[config.mk]
export PLATFORM = sky130hd
export DESIGN_NAME = itlr_core
export DESIGN_NICKNAME = d
export VERILOG_FILES = /design/src/pkg/itlr_pkg.sv /design/src/logic/itlr_core.sv
export SDC_FILE = /design/constraint.sdc
export NUM_CORES = 2
export LEC_CHECK = 0
export ABC_AREA = 1
export BUFFER_PORTS_ARGS = -buffer_cell sky130_fd_sc_hd__buf_4
export CORE_MARGIN = 8
export CORE_UTILIZATION = 59
export DETAILED_ROUTE_END_ITERATION = 16
export GPL_TIMING_DRIVEN = 0
export PLACE_DENSITY = 0.85
export RECOVER_POWER = 100
export SLEW_MARGIN = 25
export SYNTH_ARGS = -nofsm -noshare
export SYNTH_HDL_FRONTEND = slang
export SYNTH_SLANG_ARGS = --single-unit
[constraint.sdc]
create_clock -name clk_i -period 24.8 [get_ports clk_i]
set_input_delay 1.24 -clock clk_i [delete_from_list [all_inputs] [get_ports clk_i]]
set_output_delay 1.24 -clock clk_i [all_outputs]
set_load 0.1 [all_outputs]
[src/pkg/itlr_pkg.sv]
/*
 * Package for the instruction timing and load restart block: register map,
 * field layouts, operation codes, fetch constants and the timing table.
 * Assumes a single 40 MHz clock; all times are held in hundredths of a
 * microsecond (10 ns) and turned into clock cycles inside the block.
 */
package itlr_pkg;

   //////////////////////////////////////////////////////////////////////////
   // Register map (byte addresses)
   localparam logic [7:0] ITLR_OFF_CMD    = 8'h00;
   localparam logic [7:0] ITLR_OFF_LEN    = 8'h04;
   localparam logic [7:0] ITLR_OFF_CNT    = 8'h08;
   localparam logic [7:0] ITLR_OFF_CYCLES = 8'h0c;
   localparam logic [7:0] ITLR_OFF_STATUS = 8'h10;
   localparam logic [7:0] ITLR_OFF_HUND   = 8'h14;

   // Status field positions
   localparam int ITLR_ST_BUSY = 0;
   localparam int ITLR_ST_LOAD = 1;
   localparam int ITLR_ST_PTR  = 16;

   //////////////////////////////////////////////////////////////////////////
   // Operation codes
   typedef enum logic [3:0] {
      ITLR_OP_ADD = 4'h0, ITLR_OP_SUB = 4'h1, ITLR_OP_BRANCH = 4'h2,
      ITLR_OP_CMP = 4'h3, ITLR_OP_DIV = 4'h4, ITLR_OP_EDIT = 4'h5,
      ITLR_OP_XCHG = 4'h6, ITLR_OP_FORMNUM = 4'h7, ITLR_OP_MOVEADR = 4'h8,
      ITLR_OP_MOVECHAR = 4'h9, ITLR_OP_MOVENUM = 4'ha, ITLR_OP_MUL = 4'hb,
      ITLR_OP_READ = 4'hc, ITLR_OP_WRITE = 4'hd
   } itlr_op_t;

   // Branch outcome codes
   localparam logic [2:0] ITLR_BR_NONE = 3'h0;
   localparam logic [2:0] ITLR_BR_A    = 3'h1;
   localparam logic [2:0] ITLR_BR_B    = 3'h2;
   localparam logic [2:0] ITLR_BR_LINK = 3'h3;
   localparam logic [2:0] ITLR_BR_SRQ  = 3'h4;

   //////////////////////////////////////////////////////////////////////////
   // Command word, written at ITLR_OFF_CMD; a write while idle starts a calculation
   typedef struct packed {
      logic [14:0] unused;
      logic        x4_positive;
      logic        file_channel;
      logic        sign_b;
      logic        sign_a;
      logic        mag_a_gt_b;
      logic        identical;
      logic        ind_b;
      logic        ind_a;
      logic        second_operand_index_flag;
      logic        first_operand_index_flag;
      logic [2:0]  branch_kind;
      itlr_op_t    op;
   } itlr_cmd_t;

   typedef struct packed {
      logic [3:0] second_len;
      logic [3:0] first_len;
   } itlr_len_t;

   // Data-dependent counts: cnt_a = Y, S, Z or X3; cnt_b = Z' or X1; cnt_c = X2
   typedef struct packed {
      logic [7:0] cnt_c;
      logic [7:0] cnt_b;
      logic [9:0] cnt_a;
   } itlr_cnt_t;

   // Register port
   typedef struct packed {
      logic [7:0]  addr;
      logic [31:0] wdata;
      logic        we;
      logic        re;
   } itlr_bus_t;

   // Fetch side events from the memory sequencer
   typedef struct packed {
      logic       load_request;
      logic       power_fail;
      logic       boot_entered;
      logic       fetch_valid;
      logic [5:0] fetch_char;
      logic       instr_done;
   } itlr_fetch_t;

   //////////////////////////////////////////////////////////////////////////
   // Fetch constants
   localparam logic [5:0]  ITLR_CHECK_ABOVE = 6'h09;
   localparam logic [13:0] ITLR_LOAD_ADDR   = 14'h2706;   // 9990
   localparam logic [13:0] ITLR_WRAP_ADDR   = 14'h0000;
   localparam logic [13:0] ITLR_WORD_STEP   = 14'h000a;

   //////////////////////////////////////////////////////////////////////////
   // Time unit and conversion to clock cycles
   localparam int ITLR_HUND_NS  = 10;
   localparam int ITLR_CLK_NS   = 25;
   localparam int ITLR_CONV_GCD = 5;
   localparam logic [31:0] ITLR_CONV_NUM = 32'(ITLR_HUND_NS / ITLR_CONV_GCD);
   localparam logic [3:0]  ITLR_CONV_DEN = 4'(ITLR_CLK_NS / ITLR_CONV_GCD);
   localparam logic [31:0] ITLR_CONV_RND = 32'(ITLR_CLK_NS / ITLR_CONV_GCD / 2);
   localparam logic [5:0]  ITLR_DIV_STEPS = 6'h20;

   // Timing figures in hundredths of a microsecond
   localparam logic [31:0] T_TIX_ONE   = 32'h0000_0c26;   // 31.10
   localparam logic [31:0] T_TIX_BOTH  = 32'h0000_1702;   // 58.90
   localparam logic [31:0] T_IND       = 32'h0000_119e;   // 45.10
   localparam logic [31:0] T_ADD_BASE  = 32'h0000_107c;   // 42.20
   localparam logic [31:0] T_ADD_LA_LE = 32'h0000_014a;   // 3.30
   localparam logic [31:0] T_ADD_LB_LE = 32'h0000_03e8;   // 10.00
   localparam logic [31:0] T_ADD_LA_GT = 32'h0000_044c;   // 11.00
   localparam logic [31:0] T_ADD_LB_GT = 32'h0000_04c4;   // 12.20
   localparam logic [31:0] T_TOD_LB    = 32'h0000_03e8;   // 10.00
   localparam logic [31:0] T_BR_NONE   = 32'h0000_0ec4;   // 37.80
   localparam logic [31:0] T_BR_A      = 32'h0000_0adc;   // 27.80
   localparam logic [31:0] T_BR_B      = 32'h0000_1158;   // 44.40
   localparam logic [31:0] T_BR_LINK   = 32'h0000_15ae;   // 55.50
   localparam logic [31:0] T_BR_SRQ    = 32'h0000_13f6;   // 51.10
   localparam logic [31:0] T_CMP_SAME  = 32'h0000_0fa0;   // 40.00
   localparam logic [31:0] T_CMP_PER   = 32'h0000_030a;   // 7.78
   localparam logic [31:0] T_CMP_DIFF  = 32'h0000_131a;   // 48.90
   localparam logic [31:0] T_DIV_BASE  = 32'h0000_123b;   // 46.67
   localparam logic [31:0] T_DIV_LA    = 32'h0000_006f;   // 1.11
   localparam logic [31:0] T_DIV_LB    = 32'h0000_0a6b;   // 26.67
   localparam logic [31:0] T_DIV_LALB  = 32'h0000_08ae;   // 22.22
   localparam logic [31:0] T_MD_S0     = 32'h0000_03e8;   // 10.00
   localparam logic [31:0] T_MD_SLA    = 32'h0000_0456;   // 11.10
   localparam logic [31:0] T_EDIT_BASE = 32'h0000_100e;   // 41.10
   localparam logic [31:0] T_EDIT_LEN  = 32'h0000_03e8;   // 10.00
   localparam logic [31:0] T_EDIT_X1   = 32'h0000_029b;   // 6.67
   localparam logic [31:0] T_EDIT_X2   = 32'h0000_014d;   // 3.33
   localparam logic [31:0] T_EDIT_X34  = 32'h0000_00de;   // 2.22
   localparam logic [31:0] T_XCH_BASE  = 32'h0000_0f32;   // 38.90
   localparam logic [31:0] T_XCH_PER   = 32'h0000_0532;   // 13.30
   localparam logic [31:0] T_FN_BASE   = 32'h0000_10ea;   // 43.30
   localparam logic [31:0] T_FN_LA     = 32'h0000_014d;   // 3.33
   localparam logic [31:0] T_FN_LB     = 32'h0000_030a;   // 7.78
   localparam logic [31:0] T_FN_Z      = 32'h0000_00de;   // 2.22
   localparam logic [31:0] T_FNO_BASE  = 32'h0000_11cb;   // 45.55
   localparam logic [31:0] T_FNO_LA    = 32'h0000_006f;   // 1.11
   localparam logic [31:0] T_FNO_LB    = 32'h0000_03e8;   // 10.00
   localparam logic [31:0] T_FNO_Z     = 32'h0000_01bc;   // 4.44
   localparam logic [31:0] T_MA_BASE   = 32'h0000_0f32;   // 38.90
   localparam logic [31:0] T_MV_BASE   = 32'h0000_0fa0;   // 40.00
   localparam logic [31:0] T_MV_PER    = 32'h0000_0456;   // 11.10
   localparam logic [31:0] T_MUL_BASE  = 32'h0000_12ac;   // 47.80
   localparam logic [31:0] T_MUL_LA    = 32'h0000_029b;   // 6.67
   localparam logic [31:0] T_MUL_LB    = 32'h0000_03e8;   // 10.00
   localparam logic [31:0] T_IO_TERM   = 32'h0000_2396;   // 91.10
   localparam logic [31:0] T_IO_FILE   = 32'h0000_1ca2;   // 73.30

   // Length rule constants
   localparam logic [31:0] ITLR_LEN_MAX  = 32'h0000_0064;   // 100
   localparam logic [31:0] ITLR_LEN_TENS = 32'h0000_000a;

endpackage : itlr_pkg

[src/logic/itlr_core.sv]
/*
 * Instruction timing and load restart core. Computes execution times of
 * instructions from command registers and tracks the fetch pointer and load
 * condition of a 10K partition.
 * Assumes one clock; register port and fetch events come from logic on the
 * same clock, so none of them is synchronised here.
 */
//
// How it works
// - A fetched character counts as check character only above nine.
// - In load condition the fetch pointer sits at 9990, not 0000.
// - Power loss forgets a held load request, not one in the same cycle; restart fetches at 9990.
// - Fetch wraps from the partition top back to 0000.
// - Fetching a check character returns the partition to load condition.
// - Indexing adds 0, 31.1 or 58.9 us for none, one, both.
// - Each indirect operand adds 45.1 us.
// - Add and subtract time depends on which length is larger.
// - Overdraft adds 10.0 us per second length; add: unlike signs.
// - Subtract overdraft: larger first magnitude with like signs.
// - Branch takes 37.8, 27.8, 44.4, 55.5 or 51.1 us by outcome.
// - Compare time: full length if identical, else equal count based.
// - Divide time uses both lengths, their product and quotient digits.
// - Edit time uses lengths, three mask and source counts and an X4 flag.
// - Exchange takes 38.9 plus 13.3 per character.
// - Form numeric has a normal and an improper overflow formula.
// - Move address 38.9, move char and numeric 40.0, plus 11.1 each.
// - Multiply time uses lengths and digit sum of second operand.
// - Terminal read or write 91.1 us, file read 73.3 us.
// - Lengths are tens and units digits; both zero means 100.
//
`timescale 1ns/10ps
`default_nettype none

module itlr_core
   import itlr_pkg::*;
(
   input  wire logic        clk_i,
   input  wire logic        resetn_i,
   input  wire itlr_bus_t   bus_i,
   input  wire itlr_fetch_t fetch_i,
   output logic [31:0]      rdata_o,
   output logic [13:0]      fetch_addr_o,
   output logic             load_cond_o,
   output logic             busy_o,
   output logic             done_o
);

   ////////////////////////////////////////////////////////////////////////////
   typedef enum logic [0:0] {
      ITLR_IDLE,
      ITLR_DIVIDE
   } itlr_st_t;

   typedef struct packed {
      itlr_st_t    st;
      itlr_cmd_t   cmd;
      itlr_len_t   lens;
      itlr_cnt_t   cnts;
      logic [13:0] ptr;
      logic        load_cond;
      logic [31:0] hund;
      logic [31:0] div_sh;
      logic [3:0]  rem;
      logic [31:0] quot;
      logic [5:0]  steps;
      logic [31:0] cycles;
      logic [31:0] rdata;
      logic        done;
   } itlr_state_t;

   itlr_state_t s_reg;
   itlr_state_t s_next;

   ////////////////////////////////////////////////////////////////////////////
   // Timing model; pure function of the held command registers
   logic [31:0] la;
   logic [31:0] lb;
   logic [31:0] len_total;
   logic [31:0] cnt_a;
   logic [31:0] cnt_b;
   logic [31:0] cnt_c;
   logic [31:0] index_time_surcharge;
   logic [31:0] tind;
   logic [31:0] overdraft_time_surcharge;
   logic [31:0] tbody;
   logic        overdraft;

   always_comb begin
      la        = 32'(s_reg.lens.first_len);
      lb        = 32'(s_reg.lens.second_len);
      cnt_a     = 32'(s_reg.cnts.cnt_a);
      cnt_b     = 32'(s_reg.cnts.cnt_b);
      cnt_c     = 32'(s_reg.cnts.cnt_c);
      // Both fields zero encodes the maximum length
      if (la == 32'h0 && lb == 32'h0) begin
         len_total = ITLR_LEN_MAX;
      end else begin
         len_total = ITLR_LEN_TENS * la + lb;
      end
      unique case ({s_reg.cmd.first_operand_index_flag,
                    s_reg.cmd.second_operand_index_flag})
         2'b00:   index_time_surcharge = 32'h0;
         2'b11:   index_time_surcharge = T_TIX_BOTH;
         default: index_time_surcharge = T_TIX_ONE;
      endcase
      tind = (s_reg.cmd.ind_a ? T_IND : 32'h0)
           + (s_reg.cmd.ind_b ? T_IND : 32'h0);
      if (s_reg.cmd.op == ITLR_OP_SUB) begin
         overdraft = s_reg.cmd.mag_a_gt_b
                   && (s_reg.cmd.sign_a == s_reg.cmd.sign_b);
      end else begin
         overdraft = s_reg.cmd.mag_a_gt_b
                   && (s_reg.cmd.sign_a != s_reg.cmd.sign_b);
      end
      overdraft_time_surcharge = overdraft ? T_TOD_LB * lb : 32'h0;
      unique case (s_reg.cmd.op)
         ITLR_OP_ADD, ITLR_OP_SUB: begin
            if (la <= lb) begin
               tbody = T_ADD_BASE + T_ADD_LA_LE * la + T_ADD_LB_LE * lb
                     + index_time_surcharge + overdraft_time_surcharge;
            end else begin
               tbody = T_ADD_BASE + T_ADD_LA_GT * la + T_ADD_LB_GT * lb
                     + index_time_surcharge + overdraft_time_surcharge;
            end
         end
         ITLR_OP_BRANCH: begin
            // Branch carries no indexing surcharge
            unique case (s_reg.cmd.branch_kind)
               ITLR_BR_A:    tbody = T_BR_A;
               ITLR_BR_B:    tbody = T_BR_B;
               ITLR_BR_LINK: tbody = T_BR_LINK;
               ITLR_BR_SRQ:  tbody = T_BR_SRQ;
               default:      tbody = T_BR_NONE;
            endcase
         end
         ITLR_OP_CMP: begin
            if (s_reg.cmd.identical) begin
               tbody = T_CMP_SAME + T_CMP_PER * len_total + index_time_surcharge;
            end else begin
               tbody = T_CMP_DIFF + T_CMP_PER * cnt_a + index_time_surcharge;
            end
         end
         ITLR_OP_DIV: begin
            tbody = T_DIV_BASE + T_DIV_LA * la + T_DIV_LB * lb
                  + T_DIV_LALB * la * lb
                  + (T_MD_S0 + T_MD_SLA * la) * cnt_a + index_time_surcharge;
         end
         ITLR_OP_EDIT: begin
            tbody = T_EDIT_BASE + T_EDIT_LEN * (la + lb) + T_EDIT_X1 * cnt_b
                  + T_EDIT_X2 * cnt_c + T_EDIT_X34 * cnt_a
                  + (s_reg.cmd.x4_positive ? T_EDIT_X34 : 32'h0) + index_time_surcharge;
         end
         ITLR_OP_XCHG: begin
            tbody = T_XCH_BASE + T_XCH_PER * len_total + index_time_surcharge;
         end
         ITLR_OP_FORMNUM: begin
            // Compare la - z against lb without going negative
            if (la <= lb + cnt_a) begin
               tbody = T_FN_BASE + T_FN_LA * la + T_FN_LB * lb
                     + T_FN_Z * cnt_a + index_time_surcharge;
            end else begin
               tbody = T_FNO_BASE + T_FNO_LA * la + T_FNO_LB * lb
                     + T_FNO_Z * cnt_b + index_time_surcharge;
            end
         end
         ITLR_OP_MOVEADR: begin
            tbody = T_MA_BASE + T_MV_PER * len_total + index_time_surcharge;
         end
         ITLR_OP_MOVECHAR, ITLR_OP_MOVENUM: begin
            tbody = T_MV_BASE + T_MV_PER * len_total + index_time_surcharge;
         end
         ITLR_OP_MUL: begin
            tbody = T_MUL_BASE + T_MUL_LA * la + T_MUL_LB * lb
                  + (T_MD_S0 + T_MD_SLA * la) * cnt_a + index_time_surcharge;
         end
         ITLR_OP_READ: begin
            tbody = (s_reg.cmd.file_channel ? T_IO_FILE : T_IO_TERM) + index_time_surcharge;
         end
         ITLR_OP_WRITE: begin
            // Only the terminal channel has a write time
            tbody = T_IO_TERM + index_time_surcharge;
         end
         default: begin
            tbody = 32'h0;
         end
      endcase
   end

   ////////////////////////////////////////////////////////////////////////////
   // Next state
   logic        start;
   logic [3:0]  rem_t;
   logic        is_check;

   always_comb begin
      s_next   = s_reg;
      s_next.done = 1'b0;
      start    = 1'b0;
      rem_t    = 4'h0;
      is_check = fetch_i.fetch_valid && (fetch_i.fetch_char > ITLR_CHECK_ABOVE);

      // Register writes; parameters are frozen while a result is worked out
      if (bus_i.we && s_reg.st == ITLR_IDLE) begin
         unique case (bus_i.addr)
            ITLR_OFF_CMD: begin
               s_next.cmd = itlr_cmd_t'(bus_i.wdata);
               start      = 1'b1;
            end
            ITLR_OFF_LEN: s_next.lens = itlr_len_t'(bus_i.wdata[7:0]);
            ITLR_OFF_CNT: s_next.cnts = itlr_cnt_t'(bus_i.wdata[25:0]);
            default: ;
         endcase
      end

      unique case (s_reg.st)
         ITLR_IDLE: begin
            if (start) begin
               s_next.st = ITLR_DIVIDE;
            end
         end
         ITLR_DIVIDE: begin
            // First divide cycle latches the total; later ones shift
            if (s_reg.steps == 6'h00) begin
               s_next.hund   = tbody + tind;
               s_next.div_sh = (tbody + tind) * ITLR_CONV_NUM + ITLR_CONV_RND;
               s_next.rem    = 4'h0;
               s_next.quot   = 32'h0;
               s_next.steps  = 6'h01;
            end else begin
               rem_t = {s_reg.rem[2:0], s_reg.div_sh[31]};
               s_next.div_sh = {s_reg.div_sh[30:0], 1'b0};
               if (rem_t >= ITLR_CONV_DEN) begin
                  s_next.rem  = rem_t - ITLR_CONV_DEN;
                  s_next.quot = {s_reg.quot[30:0], 1'b1};
               end else begin
                  s_next.rem  = rem_t;
                  s_next.quot = {s_reg.quot[30:0], 1'b0};
               end
               if (s_reg.steps == ITLR_DIV_STEPS) begin
                  s_next.cycles = s_next.quot;
                  s_next.steps  = 6'h00;
                  s_next.done   = 1'b1;
                  s_next.st     = ITLR_IDLE;
               end else begin
                  s_next.steps = s_reg.steps + 6'h01;
               end
            end
         end
      endcase

      //////////////////////////////////////////////////////////////////////////
      // Fetch pointer and load condition; a set beats a clear in one cycle
      if (fetch_i.instr_done && !s_reg.load_cond) begin
         if (s_reg.ptr >= ITLR_LOAD_ADDR) begin
            s_next.ptr = ITLR_WRAP_ADDR;
         end else begin
            s_next.ptr = s_reg.ptr + ITLR_WORD_STEP;
         end
      end
      if (fetch_i.power_fail || fetch_i.boot_entered) begin
         // Pointer is kept so restart fetches the word at the load address
         s_next.load_cond = 1'b0;
      end
      if (fetch_i.load_request || is_check) begin
         s_next.load_cond = 1'b1;
         s_next.ptr       = ITLR_LOAD_ADDR;
      end
      if (s_next.load_cond) begin
         s_next.ptr = ITLR_LOAD_ADDR;
      end

      //////////////////////////////////////////////////////////////////////////
      // Read data for the cycle after the strobe; unmapped reads give zero
      s_next.rdata = 32'h0;
      if (bus_i.re) begin
         unique case (bus_i.addr)
            ITLR_OFF_CMD:    s_next.rdata = 32'(s_reg.cmd);
            ITLR_OFF_LEN:    s_next.rdata = 32'(s_reg.lens);
            ITLR_OFF_CNT:    s_next.rdata = 32'(s_reg.cnts);
            ITLR_OFF_CYCLES: s_next.rdata = s_reg.cycles;
            ITLR_OFF_STATUS: begin
               s_next.rdata[ITLR_ST_BUSY]              = (s_reg.st != ITLR_IDLE);
               s_next.rdata[ITLR_ST_LOAD]              = s_reg.load_cond;
               s_next.rdata[ITLR_ST_PTR +: 14]         = s_reg.ptr;
            end
            ITLR_OFF_HUND:   s_next.rdata = s_reg.hund;
            default: ;
         endcase
      end
   end

   ////////////////////////////////////////////////////////////////////////////
   always_ff @(posedge clk_i or negedge resetn_i) begin
      if (!resetn_i) begin
         s_reg <= '0;
      end else begin
         s_reg <= s_next;
      end
   end

   // Outputs straight from the state flops
   assign rdata_o      = s_reg.rdata;
   assign fetch_addr_o = s_reg.ptr;
   assign load_cond_o  = s_reg.load_cond;
   assign busy_o       = (s_reg.st != ITLR_IDLE);
   assign done_o       = s_reg.done;

endmodule : itlr_core

`default_nettype wire

Word level (Yosys, flattened, before mapping)

Index checks and enable logic that the tools add are counted.

Flip-flop bits (word level): 251
Input bits: 55
Output and inout port bits: 49
Word-level logic and storage cells: 196

Add/sub/neg operators: 53
$mul: 23
$lt $le $gt $ge: 5
Eq/ne operators: 26
Multiplexer cells: 35
Bitwise gates (word level): 2
Reduce and logical (&&, ||, !) cells: 23

Operator list:

| operator                                                              | count |
|---|---|
| 32-bit case mux with 12 select lines                                  | 1 |
| 32-bit adder                                                          | 5 |
| 14-bit case mux with 5 select lines                                   | 2 |
| 12-bit by 32-bit adder with 32-bit output (first input constant)      | 4 |
| 32-bit two-way mux                                                    | 4 |
| 32-bit by 14-bit adder with 32-bit output                             | 3 |
| 74-bit two-way mux                                                    | 1 |
| 14-bit two-way mux                                                    | 5 |
| 21-bit by 32-bit adder with 32-bit output                             | 2 |
| 10-bit by 32-bit multiplier with 31-bit output (first input constant) | 2 |
| 9-bit by 4-bit multiplier with 13-bit output (first input constant)   | 4 |
| 13-bit case mux with 4 select lines                                   | 1 |
| 14-bit by 14-bit adder with 15-bit output                             | 3 |
| 36-bit two-way mux                                                    | 1 |
| 13-bit by 15-bit adder with 16-bit output (first input constant)      | 2 |
| 14-bit by 32-bit adder with 32-bit output                             | 1 |
| 14-bit by 32-bit adder with 32-bit output (first input constant)      | 1 |
| 15-bit by 32-bit adder with 32-bit output                             | 1 |
| 17-bit by 32-bit adder with 32-bit output                             | 1 |
| 18-bit by 32-bit adder with 32-bit output                             | 1 |
| 19-bit by 32-bit adder with 32-bit output                             | 1 |
| 22-bit by 32-bit adder with 32-bit output                             | 1 |
| 27-bit by 32-bit adder with 32-bit output                             | 1 |
| 32-bit by 2-bit adder with 32-bit output (second input constant)      | 1 |
| 79 further kinds                                                      | 118 |

Logic depth before layout (Yosys ltp)

Word-level depth: 12
Depth in mapped cells: 70
Gate-level depth less buffers: 69

Worst setup path before layout

Ideal clock, no wire load.

Kind: register to register
Start point: register s_reg, in the netlist la[3]
End point: register s_reg[131] (netlist name)
Library setup time: 0.125 ns
Arrival: 12.271 ns
Data required time: 24.675 ns
Slack: 12.404 ns
Cell stages (with the launch flop): 61
Path buffers: 2
Clock period less this slack: 12.396 ns
Cells stage by stage: dfrtp_1 buf_2 inv_2 ha_1 xor2_1 ha_1 or2_2 ha_1 inv_1 o31ai_1 nand2_1 nand2_1 xor2_1 inv_1 nor3_1 xor2_1 nand2_1 fa_1 (+25 left out) o21bai_1 or2_2 a2111oi_0 nand3_1 ha_1 nand2_1 nor2_1 nand2_2 nand2_4 nand3_1 nand2_1 nand2_2 nor2_4 nand2_2 nor2_4 nand2_1 nand2_1 nand3_1

Longest elaborated chain between the ends: 12
Elaborated cells on any way between the ends: 68
Classes of those cells: add/sub: 44; mul: 14; order compare: 2; mux: 6; reduce/logical: 2

Ends and longest elaborated chain:

| element                                      | RTL line         | RTL |
|---|---|---|
| from (decl)                                  | itlr_core.sv:71  | `itlr_state_t s_reg;` |
| from (signal assigned)                       | itlr_core.sv:297 | `s_reg <= s_next;` |
| 4-bit by 4-bit adder with 5-bit output       | itlr_core.sv:149 | `tbody = T_EDIT_BASE + T_EDIT_LEN * (la + lb) + T_EDIT_X1 * cnt_b` |
| 7-bit by 5-bit multiplier with 12-bit output | itlr_core.sv:149 |  |
| 13-bit by 15-bit adder with 16-bit output    | itlr_core.sv:149 |  |
| 16-bit by 18-bit adder with 19-bit output    | itlr_core.sv:149 |  |
| 19-bit by 17-bit adder with 20-bit output    | itlr_core.sv:150 | `+ T_EDIT_X2 * cnt_c + T_EDIT_X34 * cnt_a` |
| 20-bit by 18-bit adder with 21-bit output    | itlr_core.sv:150 |  |
| 21-bit by 8-bit adder with 22-bit output     | itlr_core.sv:151 | `+ (s_reg.cmd.x4_positive ? T_EDIT_X34 : 32'h0) + index_time_surcharge;` |
| 22-bit by 32-bit adder with 32-bit output    | itlr_core.sv:151 |  |
| 32-bit case mux with 12 select lines *       | itlr_core.sv:116 | `unique case (s_reg.cmd.op)` |
| 32-bit by 14-bit adder with 32-bit output *  | itlr_core.sv:225 | `s_next.div_sh = (tbody + tind) * ITLR_CONV_NUM + ITLR_CONV_RND;` |
| 32-bit by 2-bit adder with 32-bit output *   | itlr_core.sv:225 |  |
| 74-bit two-way mux *                         | itlr_core.sv:223 | `if (s_reg.steps == 6'h00) begin` |

Every way passes the cells marked *; elsewhere a longest branch is shown, timed or not.
A chain may end at the register's enable or synchronous reset.

Worst setup path after layout

Start point: register s_reg, in the netlist la[3]
End point: register s_reg[132] (netlist name)

Same word-level chain as after synthesis.

==> metrics.md <==
| Metric | Value |
|---|---|
| Syn avg cell area | `7.44 µm²` |
| Synth Instances | `7,101` |
| Fill cell count | `7,940` |
| Worst Tran Pin Value | `5.05 ns` |
| Root Driver | `clkbuf_16` |
| Pre-antenna DRT Iters | `8` |
| Met3 WL | `18,200 µm` |
| GR Overflow Total | `0` |
| Synth area leaders | `ha_1 (22%), fa_1 (19%), dfrtp_1 (12%), inv_1 (11%), nand2_1 (10%)` |
| Yosys top cell by area | `ha_1` |
| Max-Cap Viols | `5` |
| RR Startpoint | `la[3]` |
| Hold Path Class | `reg -> reg` |
| Worst setup EP type | `register` |
| Hold_sp | `s_reg[51]` |
| Number of flip-flops in the largest register | `163` |
| #FFs+latches synth | `245` |
| Nets | `8,731` |
| CP required | `25.22 ns` |
| Reg2reg end | `s_reg[132]` |
| Hold_buf cts | `0` |
| PortBufs | `101` |
| Drt drc | `0` |
| Failing checks | `capacitance limit, slew limit` |
| Hold Crit Depth | `2` |
| RSZ-0062 raised after global routing | `false` |
| Die X | `315 µm` |
| Leakage | `32.3 nW` |
| First-pass GRT wire length | `284,000 µm` |
| TNS Setup | `0 ns` |
| Top Ports | `104` |
| Post-synthesis sequential area ratio | `11.6%` |
| Yosys Warn Count | `0` |
| Initial antenna violation count | `8` |
| Starting DRT DRC Count | `5,337` |
| Htree depth | `1` |
| Hold Worst Slack | `0.487 ns` |
| Count leader, synth | `inv_1` |
| Max Root-Sink Buffers | `3` |
| Number of global-route vias before repair | `48,674` |
| Routed WL | `187,000 µm` |
| Worst Reg-to-Reg Cells | `59` |
| Reg2Reg Setup Slack | `7.25 ns` |
| PwrDens | `31.9 nW/µm²` |
| Post-Syn Nets | `8,596` |
| Row cnt | `109` |
| Die area | `99,400 µm²` |
| Status | `finished with violations` |
| Initial Utilization | `59.7%` |
| Met2 routed WL | `81,800 µm` |
| GRT Total Usage | `37.2%` |
| Clk Latency, worst-skew pair | `0.54 ns` |
| Clock Sink Count | `245` |
| Final Setup Violations | `0` |
| Post-CTS resize count | `0` |
| Post-synth top cells | `inv_1 (1,556), nand2_1 (1,406), ha_1 (926)` |
| Yosys top cell area share | `21.9%` |
| Crit Path Category | `reg -> reg` |
| Min Clock Period, post-route | `17.55 ns` |
| Synth cell types | `70` |
| Total setup buffers inserted after CTS | `0` |
| Total core area | `88,500 µm²` |
| GPL Wtd Cong | `1.05` |
| Placed wire-length estimate | `158,000 µm` |
| Post-Syn Area | `52,800 µm²` |
| Primary FF master, synth | `dfrtp_1` |
| CP startpoint kind | `register` |
| Period Utilization, post-route | `70.8%` |
| Fmax | `57.0 MHz` |
| Total Power | `1.78 mW` |
| Hold EP | `s_reg[51]` |
| Clock skew | `0.00923 ns` |
| TritonCTS clock tree | `built` |
| Crit path largest cell delay | `1.18 ns` |
| DP Cell Count | `8,373` |
| Slowest CP cell | `dfrtp_1` |
| Layout cells sized above 1 | `4.29%` |
| Die height | `315 µm` |
| Largest net degree at the start of global routing | `98` |
| Post-synth EDFFs | `0` |
| Crit-path max FO | `15` |
| Routed Antenna Nets | `0` |
| Clock slew at reported path FFs | `0.06 ns` |
| Routed length on met1 | `75,200 µm` |
| Post-layout util | `63.0%` |
| Routed vias/inst | `5.86` |
| DR vias | `49,379` |
| FFs w/ async S/R, synth | `100%` |
| Pins Over Slew Limit | `270` |
| Total CTS buffers | `26` |
| Top routing layer used | `met5` |
| Final hold vios | `0` |
| Drt wl/cell | `22.2 µm` |
| Worst relative slew slack | `-236%` |
| Layout overhead on the synthesized area | `5.51%` |
| Fin cells | `8,424` |
| Worst Path Arrival | `17.97 ns` |
| Maximum VDD drop | `0.0000559 V` |
==> power by group <==
| group | switching [mW] | leakage, nW | internal [mW] | total, mW |
|---|---|---|---|---|
| Combinational | 0.633 | 28.6 | 0.317 | 0.950 |
| Clock | 0.163 | 0.407 | 0.216 | 0.379 |
| Sequential | 0.0223 | 3.29 | 0.428 | 0.450 |
| Total | 0.819 | 32.3 | 0.961 | 1.78 |
==> layout make-up <==
type	count	area [µm²]	share of cell area, %
diodes	6	15.0	0.0269
inverters	1598	6000	10.8
plain buffers	146	747	1.34
flip-flops and latches	245	6140	11.0
repair buffers	107	648	1.16
well taps	1165	1460	2.62
multi-input cells	5112	39900	71.6
clock inverters	6	47.5	0.0853
clock buffers	39	779	1.40
==> layout by cell type, fill, tap and decap left out, types with 18 or more instances in the layout <==
cell type and n:
clkbuf_1 139, a21oi_1 349, o21bai_1 30, xnor2_1 70, o22ai_1 74, clkbuf_16 26, inv_2 33, xor2_1 140
inv_1 1554, buf_4 96, nor3_1 41, or2_2 29, nand3_1 383, nand4_1 63, nand2_1 1414, o21ai_1 18
ha_1 924, nor2_1 468, nand3b_1 19, nor2_2 21, dfrtp_1 241, a21o_1 20, o21ai_0 300, a221oi_1 28
a31oi_1 29, fa_1 514
==> kinds of logic (layout without fill, tap and decap cells) <==
group | Yosys count | count (layout) | share of synthesized area [%]
AOI/OAI and AO/OA | 948 | 948 | 10.3
xor gates and xnor gates | 215 | 215 | 3.61
adders and majority gates | 1440 | 1440 | 41.4
buffers and inverters | 1744 | 1896 | 12.8
DFF | 245 | 245 | 11.6
muxes | 6 | 6 | 0.128
other | 1 | 7 | 0.00710
and+or+nand+nor | 2502 | 2502 | 20.2
==> metrics by stage <==
step | setup slack [ns] | cell area [µm²]
global placement | 9.17 | 55000
detailed placement | 8.92 | 55200
global route | 6.78 | 55700
finish | 7.25 | 55700
CTS | 8.86 | 56000
floorplan | 12.40 | 52800
==> per-layer routing <==
layer	up-vias	track usage, %
met1	23639	48.7
met4	4	19.3
li1	22690	-
met5	-	0
met2	2477	58.7
met3	569	6.97
==> worst max-delay path by stage <==
stage                     startpoint  slack, ns         end  depth (start not counted)
after floorplan                la[3]      12.40  s_reg[131]                         60
after global placement         la[3]       9.17  s_reg[132]                         58
after detailed placement       la[3]       8.92  s_reg[132]                         57
after CTS                      la[3]       8.86  s_reg[132]                         57
after global routing           la[3]       6.78  s_reg[131]                         59
final                          la[3]       7.25  s_reg[132]                         59
==> worst max-delay path, delay by kind of cell, from the launching register on <==
family,cells,cell delay (ns)
and+or+nand+nor,19,3.34
DFF,1,1.18
xor gates and xnor gates,4,1.39
buffers and inverters,14,2.55
AOI/OAI and AO/OA,7,2.28
adders and majority gates,15,6.65
(Power assumes the default switching activity.)
